==> src/design/e1i_defs.vh <==
// Constants of the receive E1 alarm and alignment interrupt block
`ifndef E1I_DEFS_VH
`define E1I_DEFS_VH

// Framer channels, each with one status and one enable register
`define E1I_NCH          8
`define E1I_CHW          3
`define E1I_EVW          4
`define E1I_REGW         8
// AXI4-Lite widths
`define E1I_AW           18
`define E1I_DW           32
`define E1I_IDXW         16
// Register indices: byte address is four times the index
`define E1I_STAT_IDX     12'hb12
`define E1I_EN_IDX       12'hb13
`define E1I_SUM_IDX      16'h0f00
// Word index fields: word select, register part, channel part
`define E1I_WORD_LO      2
`define E1I_REG_HI       11
`define E1I_CH_HI        14
`define E1I_CH_LO        12
// Status and enable field positions
`define E1I_BIT_LOS      3
`define E1I_BIT_CRC      2
`define E1I_BIT_CAS      1
`define E1I_BIT_TS16     0
`define E1I_BIT_TS16_ST  4
// Reset values
`define E1I_EV_RST       4'h0
`define E1I_EN_RST       4'h0
// Address decode kinds
`define E1I_KIND_NONE    2'b00
`define E1I_KIND_STAT    2'b01
`define E1I_KIND_EN      2'b10
`define E1I_KIND_SUM     2'b11
// AXI responses
`define E1I_RESP_OKAY    2'b00
`define E1I_RESP_SLVERR  2'b10

`endif

==> src/design/e1i_chan.v <==
// One channel's sticky change status, enable gate and interrupt request
`timescale 1ns/1ps
`default_nettype none
`include "e1i_defs.vh"

module e1i_chan (
  // Clock, reset, enable
  input  wire                 i_clk,
  input  wire                 i_arst_n,
  input  wire                 i_ce,
  // Framer conditions {los, crc lock, cas lock, ts16 alarm}
  input  wire [`E1I_EVW-1:0]  i_cond,
  // Register access strobes
  input  wire                 i_rd_clr,
  input  wire                 i_wr_stat,
  input  wire                 i_wr_en,
  input  wire [`E1I_EVW-1:0]  i_wdata,
  // State
  output reg  [`E1I_EVW-1:0]  o_stat_q,
  output reg  [`E1I_EVW-1:0]  o_en_q,
  output reg                  o_irq_q
);

  reg  [`E1I_EVW-1:0] cond_q;
  reg                 primed_q;
  wire [`E1I_EVW-1:0] evt;
  wire [`E1I_EVW-1:0] clr;
  wire [`E1I_EVW-1:0] stat_d;

  // Both edges of each condition are events; first cycle only samples
  assign evt    = (i_cond ^ cond_q) & {`E1I_EVW{primed_q}};
  assign clr    = ({`E1I_EVW{i_rd_clr}} | ({`E1I_EVW{i_wr_stat}} & i_wdata));
  // A new event in the clearing cycle survives
  assign stat_d = (o_stat_q & ~clr) | evt;

  always @(posedge i_clk or negedge i_arst_n) begin
    if (!i_arst_n) begin
      cond_q   <= `E1I_EV_RST;
      primed_q <= 1'b0;
      o_stat_q <= `E1I_EV_RST;
      o_en_q   <= `E1I_EN_RST;
      o_irq_q  <= 1'b0;
    end else if (i_ce) begin
      cond_q   <= i_cond;
      primed_q <= 1'b1;
      o_stat_q <= stat_d;
      if (i_wr_en) begin
        o_en_q <= i_wdata;
      end
      // Gate value 0 enables, 1 disables
      o_irq_q  <= |(stat_d & ~o_en_q);
    end
  end

endmodule // e1i_chan

`default_nettype wire

==> src/design/e1i_top.v <==
// AXI4-Lite register front end and per-channel interrupt logic
`timescale 1ns/1ps
`default_nettype none
`include "e1i_defs.vh"

// How it works
// - Status bit 4 always reads the live timeslot-16 all-ones alarm state.
// - Status bit 3 sets on every rise and fall of loss of signal.
// - Status bit 2 sets when CRC multiframe lock is gained or lost.
// - Status bit 1 sets when CAS multiframe lock is gained or lost.
// - Status bit 0 sets when the timeslot-16 alarm is declared or cleared.
// - Event bits 3..0 stay set until software reads the status register or writes ones to them there.
// - Enable register bits 3..0 gate the events at matching positions.
// - Enable bit 0 means interrupt enabled, 1 means disabled.
// - A recorded event raises an interrupt only when its gate enables it.
module e1i_top (
  // Clock, reset and clock enable
  input  wire                  i_clk,
  input  wire                  i_arst_n,
  input  wire                  i_ce,
  // Framer condition inputs, one bit per channel
  input  wire [`E1I_NCH-1:0]   i_rx_los,
  input  wire [`E1I_NCH-1:0]   i_crc_mf_lock,
  input  wire [`E1I_NCH-1:0]   i_cas_mf_lock,
  input  wire [`E1I_NCH-1:0]   i_ts16_all_ones_state,
  // AXI4-Lite write address
  input  wire                  s_axi_awvalid,
  output wire                  s_axi_awready,
  input  wire [`E1I_AW-1:0]    s_axi_awaddr,
  input  wire [2:0]            s_axi_awprot,
  // AXI4-Lite write data
  input  wire                  s_axi_wvalid,
  output wire                  s_axi_wready,
  input  wire [`E1I_DW-1:0]    s_axi_wdata,
  input  wire [3:0]            s_axi_wstrb,
  // AXI4-Lite write response
  output wire                  s_axi_bvalid,
  input  wire                  s_axi_bready,
  output wire [1:0]            s_axi_bresp,
  // AXI4-Lite read address
  input  wire                  s_axi_arvalid,
  output wire                  s_axi_arready,
  input  wire [`E1I_AW-1:0]    s_axi_araddr,
  input  wire [2:0]            s_axi_arprot,
  // AXI4-Lite read data
  output wire                  s_axi_rvalid,
  input  wire                  s_axi_rready,
  output wire [`E1I_DW-1:0]    s_axi_rdata,
  output wire [1:0]            s_axi_rresp,
  // Interrupts
  output wire [`E1I_NCH-1:0]   o_ch_irq,
  output wire                  o_irq
);

  // One-hot select of a channel number
  function [`E1I_NCH-1:0] e1i_ch_sel;
    input [`E1I_CHW-1:0] ch;
    begin
      e1i_ch_sel = {{(`E1I_NCH-1){1'b0}}, 1'b1} << ch;
    end
  endfunction

  // Decode a byte address into {kind, channel}
  function [`E1I_CHW+1:0] e1i_decode;
    input [`E1I_AW-1:0] addr;
    reg   [`E1I_IDXW-1:0] idx;
    reg   [`E1I_REG_HI:0] reg_idx;
    reg   [`E1I_CHW-1:0]  ch_idx;
    reg                   ch_space;
    begin
      // Word index, then its register part and its channel part
      idx      = addr[`E1I_AW-1:`E1I_WORD_LO];
      reg_idx  = idx[`E1I_REG_HI:0];
      ch_idx   = idx[`E1I_CH_HI:`E1I_CH_LO];
      // The top index bit lies outside every channel's window
      ch_space = ~idx[`E1I_IDXW-1];
      if (idx == `E1I_SUM_IDX) begin
        e1i_decode = {`E1I_KIND_SUM, {`E1I_CHW{1'b0}}};
      end else if (ch_space && reg_idx == `E1I_STAT_IDX) begin
        e1i_decode = {`E1I_KIND_STAT, ch_idx};
      end else if (ch_space && reg_idx == `E1I_EN_IDX) begin
        e1i_decode = {`E1I_KIND_EN, ch_idx};
      end else begin
        e1i_decode = {`E1I_KIND_NONE, {`E1I_CHW{1'b0}}};
      end
    end
  endfunction

  // Write channel state
  reg                   awready_q;
  reg                   wready_q;
  reg                   aw_held_q;
  reg                   w_held_q;
  reg  [`E1I_AW-1:0]    aw_addr_q;
  reg  [`E1I_DW-1:0]    w_data_q;
  reg  [3:0]            w_strb_q;
  reg                   bvalid_q;
  reg  [1:0]            bresp_q;

  // Read channel state
  reg                   arready_q;
  reg                   rvalid_q;
  reg  [`E1I_DW-1:0]    rdata_q;
  reg  [1:0]            rresp_q;

  // Interrupt outputs
  reg  [`E1I_NCH-1:0]   ch_irq_q;
  reg                   irq_q;

  // Handshakes and decoded accesses
  wire                  aw_hs;
  wire                  w_hs;
  wire                  ar_hs;
  wire                  wr_go;
  wire [`E1I_CHW+1:0]   wr_dec;
  wire [`E1I_CHW+1:0]   rd_dec;
  wire [1:0]            wr_kind;
  wire [`E1I_CHW-1:0]   wr_ch;
  wire [1:0]            rd_kind;
  wire [`E1I_CHW-1:0]   rd_ch;
  wire                  wr_ok;
  wire                  b_hs;
  wire                  r_hs;
  wire                  wr_lane_ok;
  wire                  rd_stat_go;
  wire                  wr_stat_go;
  wire                  wr_en_go;
  wire [`E1I_NCH-1:0]   rd_ch_sel;
  wire [`E1I_NCH-1:0]   wr_ch_sel;

  // Per-channel state, flattened four bits a channel
  wire [`E1I_NCH*`E1I_EVW-1:0] stat_all;
  wire [`E1I_NCH*`E1I_EVW-1:0] en_all;
  wire [`E1I_NCH-1:0]          irq_all;
  wire [`E1I_NCH*`E1I_EVW-1:0] cond_all;

  // Read data selection
  reg  [`E1I_REGW-1:0]  rd_byte;
  reg  [1:0]            rd_resp;
  wire [`E1I_CHW+1:0]   rd_sel;

  assign aw_hs   = s_axi_awvalid & awready_q;
  assign w_hs    = s_axi_wvalid & wready_q;
  assign ar_hs   = s_axi_arvalid & arready_q;
  // Both halves of a write are held before it acts
  assign wr_go   = aw_held_q & w_held_q & ~bvalid_q;
  assign wr_dec  = e1i_decode(aw_addr_q);
  assign rd_dec  = e1i_decode(s_axi_araddr);
  assign wr_kind = wr_dec[`E1I_CHW+1:`E1I_CHW];
  assign wr_ch   = wr_dec[`E1I_CHW-1:0];
  assign rd_kind = rd_dec[`E1I_CHW+1:`E1I_CHW];
  assign rd_ch   = rd_dec[`E1I_CHW-1:0];
  // Only status and enable accept writes
  assign wr_ok   = (wr_kind == `E1I_KIND_STAT) | (wr_kind == `E1I_KIND_EN);
  assign rd_sel  = rd_dec;
  assign b_hs    = bvalid_q & s_axi_bready;
  assign r_hs    = rvalid_q & s_axi_rready;
  // A write with byte lane 0 off is answered but changes nothing
  assign wr_lane_ok = s_axi_bready_ok(w_strb_q);
  assign rd_ch_sel  = e1i_ch_sel(rd_ch);
  assign wr_ch_sel  = e1i_ch_sel(wr_ch);
  // Channel-independent parts of the per-channel strobes
  assign rd_stat_go = ar_hs & (rd_kind == `E1I_KIND_STAT);
  assign wr_stat_go = wr_go & wr_lane_ok & (wr_kind == `E1I_KIND_STAT);
  assign wr_en_go   = wr_go & wr_lane_ok & (wr_kind == `E1I_KIND_EN);

  // One register pair per framer channel
  genvar g;
  generate
    for (g = 0; g < `E1I_NCH; g = g + 1) begin : g_ch
      wire rd_clr;
      wire wr_stat;
      wire wr_en;

      assign cond_all[g*`E1I_EVW+`E1I_BIT_LOS]  = i_rx_los[g];
      assign cond_all[g*`E1I_EVW+`E1I_BIT_CRC]  = i_crc_mf_lock[g];
      assign cond_all[g*`E1I_EVW+`E1I_BIT_CAS]  = i_cas_mf_lock[g];
      assign cond_all[g*`E1I_EVW+`E1I_BIT_TS16] = i_ts16_all_ones_state[g];

      // Accepted status read clears this channel's event bits
      assign rd_clr  = rd_stat_go & rd_ch_sel[g];
      assign wr_stat = wr_stat_go & wr_ch_sel[g];
      assign wr_en   = wr_en_go & wr_ch_sel[g];

      e1i_chan u_chan (
        .i_clk     (i_clk),
        .i_arst_n  (i_arst_n),
        .i_ce      (i_ce),
        .i_cond    (cond_all[g*`E1I_EVW +: `E1I_EVW]),
        .i_rd_clr  (rd_clr),
        .i_wr_stat (wr_stat),
        .i_wr_en   (wr_en),
        .i_wdata   (w_data_q[`E1I_EVW-1:0]),
        .o_stat_q  (stat_all[g*`E1I_EVW +: `E1I_EVW]),
        .o_en_q    (en_all[g*`E1I_EVW +: `E1I_EVW]),
        .o_irq_q   (irq_all[g])
      );
    end
  endgenerate

  // Low byte lane must be enabled for a register write to act
  function s_axi_bready_ok;
    input [3:0] strb;
    begin
      s_axi_bready_ok = strb[0];
    end
  endfunction

  // Read data for the address on the read address channel
  always @* begin
    rd_byte = {`E1I_REGW{1'b0}};
    rd_resp = `E1I_RESP_OKAY;
    case (rd_sel[`E1I_CHW+1:`E1I_CHW])
      `E1I_KIND_STAT: begin
        rd_byte[`E1I_EVW-1:0]        = stat_all[rd_ch * `E1I_EVW +: `E1I_EVW];
        rd_byte[`E1I_BIT_TS16_ST]    = i_ts16_all_ones_state[rd_ch];
      end
      `E1I_KIND_EN: begin
        rd_byte[`E1I_EVW-1:0]        = en_all[rd_ch * `E1I_EVW +: `E1I_EVW];
      end
      `E1I_KIND_SUM: begin
        rd_byte                      = ch_irq_q;
      end
      default: begin
        rd_resp                      = `E1I_RESP_SLVERR;
      end
    endcase
  end

  // Write address half: held until the write acts, ready again after the response
  always @(posedge i_clk or negedge i_arst_n) begin
    if (!i_arst_n) begin
      awready_q <= 1'b1;
      aw_held_q <= 1'b0;
      aw_addr_q <= {`E1I_AW{1'b0}};
    end else if (i_ce) begin
      if (aw_hs) begin
        awready_q <= 1'b0;
        aw_held_q <= 1'b1;
        aw_addr_q <= s_axi_awaddr;
      end else if (wr_go) begin
        aw_held_q <= 1'b0;
      end else if (b_hs) begin
        awready_q <= 1'b1;
      end
    end
  end

  // Write data half, taken before, with or after its address
  always @(posedge i_clk or negedge i_arst_n) begin
    if (!i_arst_n) begin
      wready_q  <= 1'b1;
      w_held_q  <= 1'b0;
      w_data_q  <= {`E1I_DW{1'b0}};
      w_strb_q  <= 4'h0;
    end else if (i_ce) begin
      if (w_hs) begin
        wready_q  <= 1'b0;
        w_held_q  <= 1'b1;
        w_data_q  <= s_axi_wdata;
        w_strb_q  <= s_axi_wstrb;
      end else if (wr_go) begin
        w_held_q  <= 1'b0;
      end else if (b_hs) begin
        wready_q  <= 1'b1;
      end
    end
  end

  // Response: the readies stay low until it is taken, so one write at a time
  always @(posedge i_clk or negedge i_arst_n) begin
    if (!i_arst_n) begin
      bvalid_q  <= 1'b0;
      bresp_q   <= `E1I_RESP_OKAY;
    end else if (i_ce) begin
      if (wr_go) begin
        bvalid_q  <= 1'b1;
        bresp_q   <= wr_ok ? `E1I_RESP_OKAY : `E1I_RESP_SLVERR;
      end else if (b_hs) begin
        bvalid_q  <= 1'b0;
      end
    end
  end

  // Read address: one read outstanding, ready again once the data are taken
  always @(posedge i_clk or negedge i_arst_n) begin
    if (!i_arst_n) begin
      arready_q <= 1'b1;
    end else if (i_ce) begin
      if (ar_hs) begin
        arready_q <= 1'b0;
      end else if (r_hs) begin
        arready_q <= 1'b1;
      end
    end
  end

  // Read data registered at the address handshake, before any clear lands
  always @(posedge i_clk or negedge i_arst_n) begin
    if (!i_arst_n) begin
      rvalid_q  <= 1'b0;
      rdata_q   <= {`E1I_DW{1'b0}};
      rresp_q   <= `E1I_RESP_OKAY;
    end else if (i_ce) begin
      if (ar_hs) begin
        rvalid_q  <= 1'b1;
        rdata_q   <= {{(`E1I_DW-`E1I_REGW){1'b0}}, rd_byte};
        rresp_q   <= rd_resp;
      end else if (r_hs) begin
        rvalid_q  <= 1'b0;
      end
    end
  end

  // Interrupt outputs, one per channel and one combined level
  always @(posedge i_clk or negedge i_arst_n) begin
    if (!i_arst_n) begin
      ch_irq_q <= {`E1I_NCH{1'b0}};
      irq_q    <= 1'b0;
    end else if (i_ce) begin
      ch_irq_q <= irq_all;
      irq_q    <= |irq_all;
    end
  end

  assign s_axi_awready = awready_q;
  assign s_axi_wready  = wready_q;
  assign s_axi_bvalid  = bvalid_q;
  assign s_axi_bresp   = bresp_q;
  assign s_axi_arready = arready_q;
  assign s_axi_rvalid  = rvalid_q;
  assign s_axi_rdata   = rdata_q;
  assign s_axi_rresp   = rresp_q;
  assign o_ch_irq      = ch_irq_q;
  assign o_irq         = irq_q;

  // Protection bits carry no meaning here
  wire unused_prot;
  assign unused_prot = ^{s_axi_awprot, s_axi_arprot, w_strb_q[3:1]};

endmodule // e1i_top

`default_nettype wire

==> config.mk <==
export PLATFORM = sky130hd
export DESIGN_NAME = e1i_top
export DESIGN_NICKNAME = d
export VERILOG_FILES = /design/src/design/e1i_chan.v /design/src/design/e1i_top.v
export VERILOG_INCLUDE_DIRS = /design/src /design/src/design
export SDC_FILE = /design/constraint.sdc
export NUM_CORES = 1
export LEC_CHECK = 0
export BUFFER_PORTS_ARGS = -buffer_cell sky130_fd_sc_hd__buf_2
export CORE_MARGIN = 2
export CORE_UTILIZATION = 55
export DETAILED_ROUTE_END_ITERATION = 6
export PLACE_DENSITY = 0.81
export SYNTH_ARGS = -nofsm -noshare
export SYNTH_HDL_FRONTEND = slang
export SYNTH_SLANG_ARGS = --single-unit
==> constraint.sdc <==
create_clock -name i_clk -period 8 [get_ports i_clk]
set_clock_uncertainty 0.1 [all_clocks]
set_input_delay 0.8 -clock i_clk [delete_from_list [all_inputs] [get_ports i_clk]]
set_output_delay 0.8 -clock i_clk [all_outputs]
set_load 0.02 [all_outputs]
==> impl_results.md, run 1 <==
* Syn Area/Cell at 10.53 µm²
* Wire length per cell at 19.49 µm
* Final period util at 51.36%
* Largest fanout on the critical path at 11
* Final Hold Fails at 0
* Die Ht at 127.6 µm
* Sequential Area at 3807 µm²
* Reg-to-Reg Start: aw_addr_q[15]
* Unrepaired setup endpoints after global routing: false
* Die area at 16290 µm²
* Largest net degree at the start of global routing at 90
* R2r worst-path depth at 11
* EDFF count, synth at 0
* Initial antenna violation count at 0
* VDD IR max at 0.0001571 V
* Violated checks: DRC
* Syn. warnings at 0
* FP Rows at 45
* Fin. max-slew vios at 0
* Slew @ Worst Pin at 1.007 ns
* Layout overhead on the synthesized area at 13.35%
* Ys async rst share at 100.0%
* Worst slew margin at 32.73%
* Crit path kind: in -> reg
* CTS Buffer Depth at 2
* GRT overflow at 0
* Filler instances at 1212
* Iter 0 DRT Violations at 828
* Pwr Total at 1.803 mW
* Post-CTS setup buffers at 0
* Area of the multi-input gates at 4230 µm²
* Tot GR Track Use at 27.29%
* PortBufs at 100
* Yosys top cell by area: dfrtp_1
* Crit Reg-Reg Endpoint: g_ch[2].u_chan.o_irq_q
* Gpl congestion at 0.9274
* Cts bufs inserted at 17
* Skew-Pair Late Insertion Delay at 0.44 ns
* Lkg Pwr at 4.103 nW
* Vias at 6678
* Finish-stage setup viols at 0
* WP buf/inv at 2
* CP most frequent cell: o21ai_0
* Drt first pass iters at 7
* Clk sinks at 152
* Post-Synthesis Cells at 798
* Yosys cell types at 75
* Worst path cell trace: buf_2 -> or4_4 -> or3_4 -> a211o_2 -> inv_1 -> ha_1 -> and3_2 -> nand2_1 -> nor4_2 -> a31oi_1 -> o21ai_0 -> o21ai_0
* Critical path capture point type: flip-flop
* CTS Root Cell: clkbuf_16
* CORE AREA at 15090 µm²
* Seq cells post-synth at 152
* Minimum clock period at 4.109 ns
* Placed cell count at 1050
* Vias per cell at 6.172
* H-tree Lvls at 4
* Synth top area share at 44.37%
* First-pass GRT wire length at 34310 µm
* Initial cell density of the core at 55.70%
* Max Cap Violations at 0
* Outcome: finished with violations
* Total Routed Length at 21090 µm
* Vias in the first global route at 6531
* Achievable frequency at 0.2434 GHz
* Chip width at 127.6 µm
* Final Non-Filler Cells at 1082
* Sequential share of the synthesized area at 45.30%
* Pwr per Cell Area at 189.2 nW/µm²
* HP Class: in -> async
* Worst EP arrival at 4.27 ns
* Nets@finish at 1005
* Top post-synthesis cells by area: dfrtp_1 44%, mux2_2 14%, o21ai_0 4.6%
* Hold_buf cts at 0
* Crit-path max cell delay at 0.61 ns
* Post-Syn Area at 8404 µm²
* Required @ worst endpoint at 8.16 ns
* Reg2reg setup slack at 3.99 ns
* Ant. Diodes at 0
* CTS tree: yes
* CTS resizes at 0
* CP max-delay cell: nor4_2
* Crit-path leading delay family: simple AND/OR/NAND/NOR gates
* Final setup TNS at 0 ns
* Remaining antenna violation count at 0
* Finished Core Util at 63.13%
* Leading register cell type out of synthesis: dfrtp_1
* I/O pin total at 168
* Share of layout cells above drive strength 1 at 29.98%
* Residual DRC at 1
* Placed wire-length estimate at 14610 µm
* Clock-pin slew on the worst setup and hold paths at 0.06 ns
* CP Launch Type: input port
## worst max path at each step
stage,start,end,cells past startpoint
floorplan,s_axi_araddr[15],s_axi_rdata[1],14
global placement,s_axi_araddr[5],g_ch[2].u_chan.o_stat_q[3],11
detailed placement,s_axi_araddr[5],g_ch[3].u_chan.o_stat_q[1],12
CTS,s_axi_araddr[5],g_ch[3].u_chan.o_stat_q[1],12
global route,s_axi_araddr[5],g_ch[3].u_chan.o_stat_q[1],12
finish,s_axi_araddr[5],g_ch[3].u_chan.o_stat_q[1],12
## worst reg2reg max path, stage by stage (launching register included)
cell      delay [ns]
dfrtp_1         0.47
or3_1           0.43
or4b_2          0.68
a211o_1         0.34
inv_1           0.06
ha_1            0.12
and4b_1         0.20
and2_1          0.42
nand2_1         0.24
o311ai_0        0.49
a31oi_1         0.17
o22a_1          0.18
## flip-flops by register name (all words and copies together), names as in the netlist, 4 cells and up
register              cells
g_ch.u_chan.cond_q       32
g_ch.u_chan.o_en_q       32
g_ch.u_chan.o_stat_q     32
aw_addr_q                16
g_ch.u_chan.o_irq_q       8
o_ch_irq                  8
s_axi_rdata               8
w_data_q                  4
## cells by family (layout without fill, tap and decap cells)
logic type | after synthesis | count (layout) | share of synthesized area (%)
compound gates | 204 | 204 | 15.08
xor+xnor | 32 | 32 | 3.335
fa+ha+maj | 6 | 6 | 0.8932
buf+inv | 85 | 156 | 5.478
flops | 152 | 152 | 45.30
mux | 127 | 127 | 16.79
other cells | 1 | 26 | 0.04462
simple gates | 191 | 191 | 13.07
## cell usage after synthesis, types with 4 or more instances
library cell / count
a211o_1: 5
a21oi_1: 27
a22oi_1: 6
a31oi_1: 20
and4_1: 4
buf_4: 26
clkbuf_1: 31
dfrtp_1: 149
ha_1: 6
inv_1: 19
mux2_2: 102
mux2i_1: 24
nand2_1: 75
nand2b_1: 16
nand3_1: 12
nand3b_1: 5
nor2_1: 23
nor2b_1: 7
nor3_1: 6
nor4_1: 5
nor4_2: 4
nor4_4: 4
o2111ai_1: 4
o21ai_0: 78
o22a_1: 5
o22ai_1: 21
o2bb2ai_1: 5
o311ai_0: 4
or2_2: 4
xnor2_1: 30
## report_power, final
group	switching (mW)	internal, mW	total (mW)
Clock	0.333	0.534	0.866
Combinational	0.0854	0.0554	0.141
Sequential	0.0104	0.785	0.796
Total	0.429	1.37	1.80
## per-layer routing
layer,vias to the layer above,track usage [%],share of wire [%]
met1,3199,36.91,42
met2,374,41.99,45
met4,0,10.86,3.6
li1,3039,-,-
met3,66,7.454,8.8
met5,-,0,0
## cell type report
class	count	area share, %
clock inverter	13	2.049
clock buffer	19	4.649
multi-input combinational	586	44.41
sequential	152	39.97
tap	188	2.469
inverter	19	0.7486
timing repair buffer	105	5.713
## cell usage in the layout (no fill, tap or decap), types with 17 or more instances in the layout
cell,instances
dfrtp_1,149
mux2_2,102
buf_2,99
o21ai_0,78
nand2_1,75
xnor2_1,30
a21oi_1,27
conb_1,26
mux2i_1,24
nor2_1,23
o22ai_1,21
a31oi_1,20
inv_1,19
clkbuf_16,17
## stage by stage
stage	cell area, µm²	worst slack (ns)	hold WS (ns)
5_1_grt	9527	3.704	0.3862
6_report	9527	3.891	0.2980
2_1_floorplan	8498	3.910	0.3583
4_1_cts	9527	3.903	0.3681
3_3_place_gp	8889	3.700	0.3587
3_5_place_dp	8889	3.618	0.3659
Power figures use the tool's default switching activity.
==> inputs of run 2 (changes only) <==
CORE_UTILIZATION = 50   (was 55)
PLACE_DENSITY = 0.77   (was 0.81)
clock period = 3.5 ns   (was 8 ns; I/O delays follow)
==> run 2 against run 1 <==
Effect of this change:
- the run now ends clean
- die area is 9.7% higher
- critical path depth shrank 1
- count of clock-buffer cells in the layout rose by 1
- critical endpoint is now g_ch[4].u_chan.o_irq_q
==> impl_results.md, run 2 (synthesis gave the netlist of run 1 again) <==
* Outcome: finished clean
* Initial cell density of the core at 50.86%
* Total Routed Length at 21690 µm
* Net Switching at 963.0 µW
* CTS tree: yes
* Final Hold Fails at 0
* Achievable frequency at 0.2915 GHz
* R2r worst-path depth at 11
* Worst slew margin at 44.46%
* Crit-path leading delay family: simple AND/OR/NAND/NOR gates
* Reg-to-Reg Start: aw_addr_q[14]
* Logic gate share of total power at 8.4%
* FP Rows at 47
* Sw frac at 24.24%
* Clock Power Share at 45.8%
* Largest net degree at the start of global routing at 69
* Layout overhead on the synthesized area at 17.79%
* CP max-delay cell: or4b_2
* Gpl congestion at 0.9440
* Die Ht at 133.7 µm
* Clk sinks at 152
* Hold Crit Depth at 2
* Skew-Pair Late Insertion Delay at 0.44 ns
* Worst Hold Launch: s_axi_awaddr[7]
* Placed wire-length estimate at 15510 µm
* Iter 0 DRT Violations at 592
* Worst path cell trace: or3_1 -> or4b_2 -> a211o_1 -> inv_1 -> ha_1 -> and4b_1 -> and2_4 -> nand2_1 -> o311ai_2 -> a31oi_2 -> o32a_1
* Required @ worst endpoint at 3.71 ns
* Minimum clock period at 3.430 ns
* Filler instances at 1392
* Max Cap Violations at 0
* GRT overflow at 0
* Vias in the first global route at 6622
* Share of layout cells above drive strength 1 at 33.51%
* Largest fanout on the critical path at 5
* Crit Reg-Reg Endpoint: g_ch[4].u_chan.o_irq_q
* Drt first pass iters at 5
* Area of the multi-input gates at 4305 µm²
* Crit-path max cell delay at 0.67 ns
* Critical path capture point type: flip-flop
* Reg2reg setup slack at 0.07 ns
* Internal at 3.010 mW
* WP buf/inv at 1
* Unrepaired setup endpoints after global routing: true
* Tot GR Track Use at 24.90%
* Finish-stage setup viols at 0
* Worst EP arrival at 3.64 ns
* Remaining antenna violation count at 0
* CTS Root Cell: clkbuf_16
* Slew @ Worst Pin at 0.8321 ns
* Seq pwr share at 45.8%
* I/O pin total at 168
* WHS at 0.04016 ns
* Initial antenna violation count at 2
* HP Class: in -> reg
* First-pass GRT wire length at 34440 µm
* CTS Buffer Depth at 2
* Pwr per Cell Area at 401.4 nW/µm²
* Residual DRC at 0
* Wire length per cell at 18.81 µm
* Most frequent cells in the layout: 149 x dfrtp_1, 102 x mux2_2, 99 x buf_2
* VDD IR max at 0.0003635 V
* Pwr Total at 3.973 mW
* PortBufs at 100
* Sequential Area at 3807 µm²
* Die area at 17860 µm²
* CP Launch Type: flip-flop
* H-tree Lvls at 4
* CORE AREA at 16520 µm²
* Final period util at 98.01%
* Nets@finish at 1042
* Biggest regs: g_ch.u_chan.cond_q: 32 flops, g_ch.u_chan.o_en_q: 32 flops, g_ch.u_chan.o_stat_q: 32 flops
* Commonest non-fill, non-tap cell in the layout: dfrtp_1
* Lkg Pwr at 4.336 nW
* Cts bufs inserted at 17
* Vias at 6807
* Hold path endpoint: aw_addr_q[7]
* Vias per cell at 5.904
* Fin. max-slew vios at 0
* Chip width at 133.7 µm
* Crit path kind: reg -> reg
* Clock-pin slew on the worst setup and hold paths at 0.06 ns
run 2: worst max-delay path by stage:
stage	end	startpoint	cells after the start
final	g_ch[4].u_chan.o_irq_q	aw_addr_q[14]	11
after floorplan	s_axi_rdata[1]	s_axi_araddr[15]	15
after CTS	g_ch[4].u_chan.o_irq_q	aw_addr_q[14]	11
after global placement	g_ch[4].u_chan.o_irq_q	aw_addr_q[14]	11
after global routing	g_ch[4].u_chan.o_irq_q	aw_addr_q[14]	11
after detailed placement	g_ch[4].u_chan.o_irq_q	aw_addr_q[14]	11
run 2: power groups by stage:
| stage | Sequential (mW) | Clock, mW | Combinational [mW] |
|---|---|---|---|
| 4_1_cts | 1.82 | 1.84 | 0.335 |
| 6_report | 1.82 | 1.82 | 0.334 |
| 2_1_floorplan | 1.85 | 0 | 0.213 |
| 5_1_grt | 1.82 | 1.92 | 0.365 |
| 3_5_place_dp | 1.85 | 0 | 0.331 |
| 3_3_place_gp | 1.85 | 0 | 0.327 |
run 2: metal layers:
layer  up-vias  GRT usage, %  wire, µm  share of wire [%]
met4         0         12.88       736                3.4
li1       3105             -         -                  -
met3        51         5.061      1638                7.6
met5         -             0         0                  0
met1      3323         34.51      9676                 45
met2       328         37.11      9635                 44
run 2: what timing repair did:
action / CTS / global route
resized for setup: 4 / 19
endpoints found under the hold margin: 66 / 0
pin swaps: 1 / 5
hold buffers: 2 / 0
buffers inserted: 0 / 0
setup endpoints to repair: 2 / 11
run 2: layout make-up:
cell class	instances	share of cell area [%]
Antenna cell	2	0.05056
Clock buffer	20	4.613
Clock inverter	12	1.277
Inverter	19	0.7204
Multi-Input combinational cell	586	43.49
Sequential cell	152	38.46
Tap cell	220	2.781
Timing Repair Buffer	142	8.607
run 2: worst register-to-register path, delay by kind of cell, from the launching register on:
family / cells / cell delay [ns]
compound gates: 4 / 1.10
fa+ha+maj: 1 / 0.13
buf+inv: 1 / 0.06
flops: 1 / 0.37
simple gates: 5 / 1.55
run 2: metrics by stage:
step	TNS (ns)	cells	utilization [%]	cell area (µm²)	setup slack, ns
floorplan	0	823	-	8501	0.02543
global placement	0	1117	55.77	9216	0.01315
detailed placement	-0.1184	1117	55.77	9216	-0.1146
CTS	0	1151	59.44	9822	0.005791
global route	-0.02183	1153	59.91	9899	-0.02183
finish	0	1153	59.91	9899	0.06957
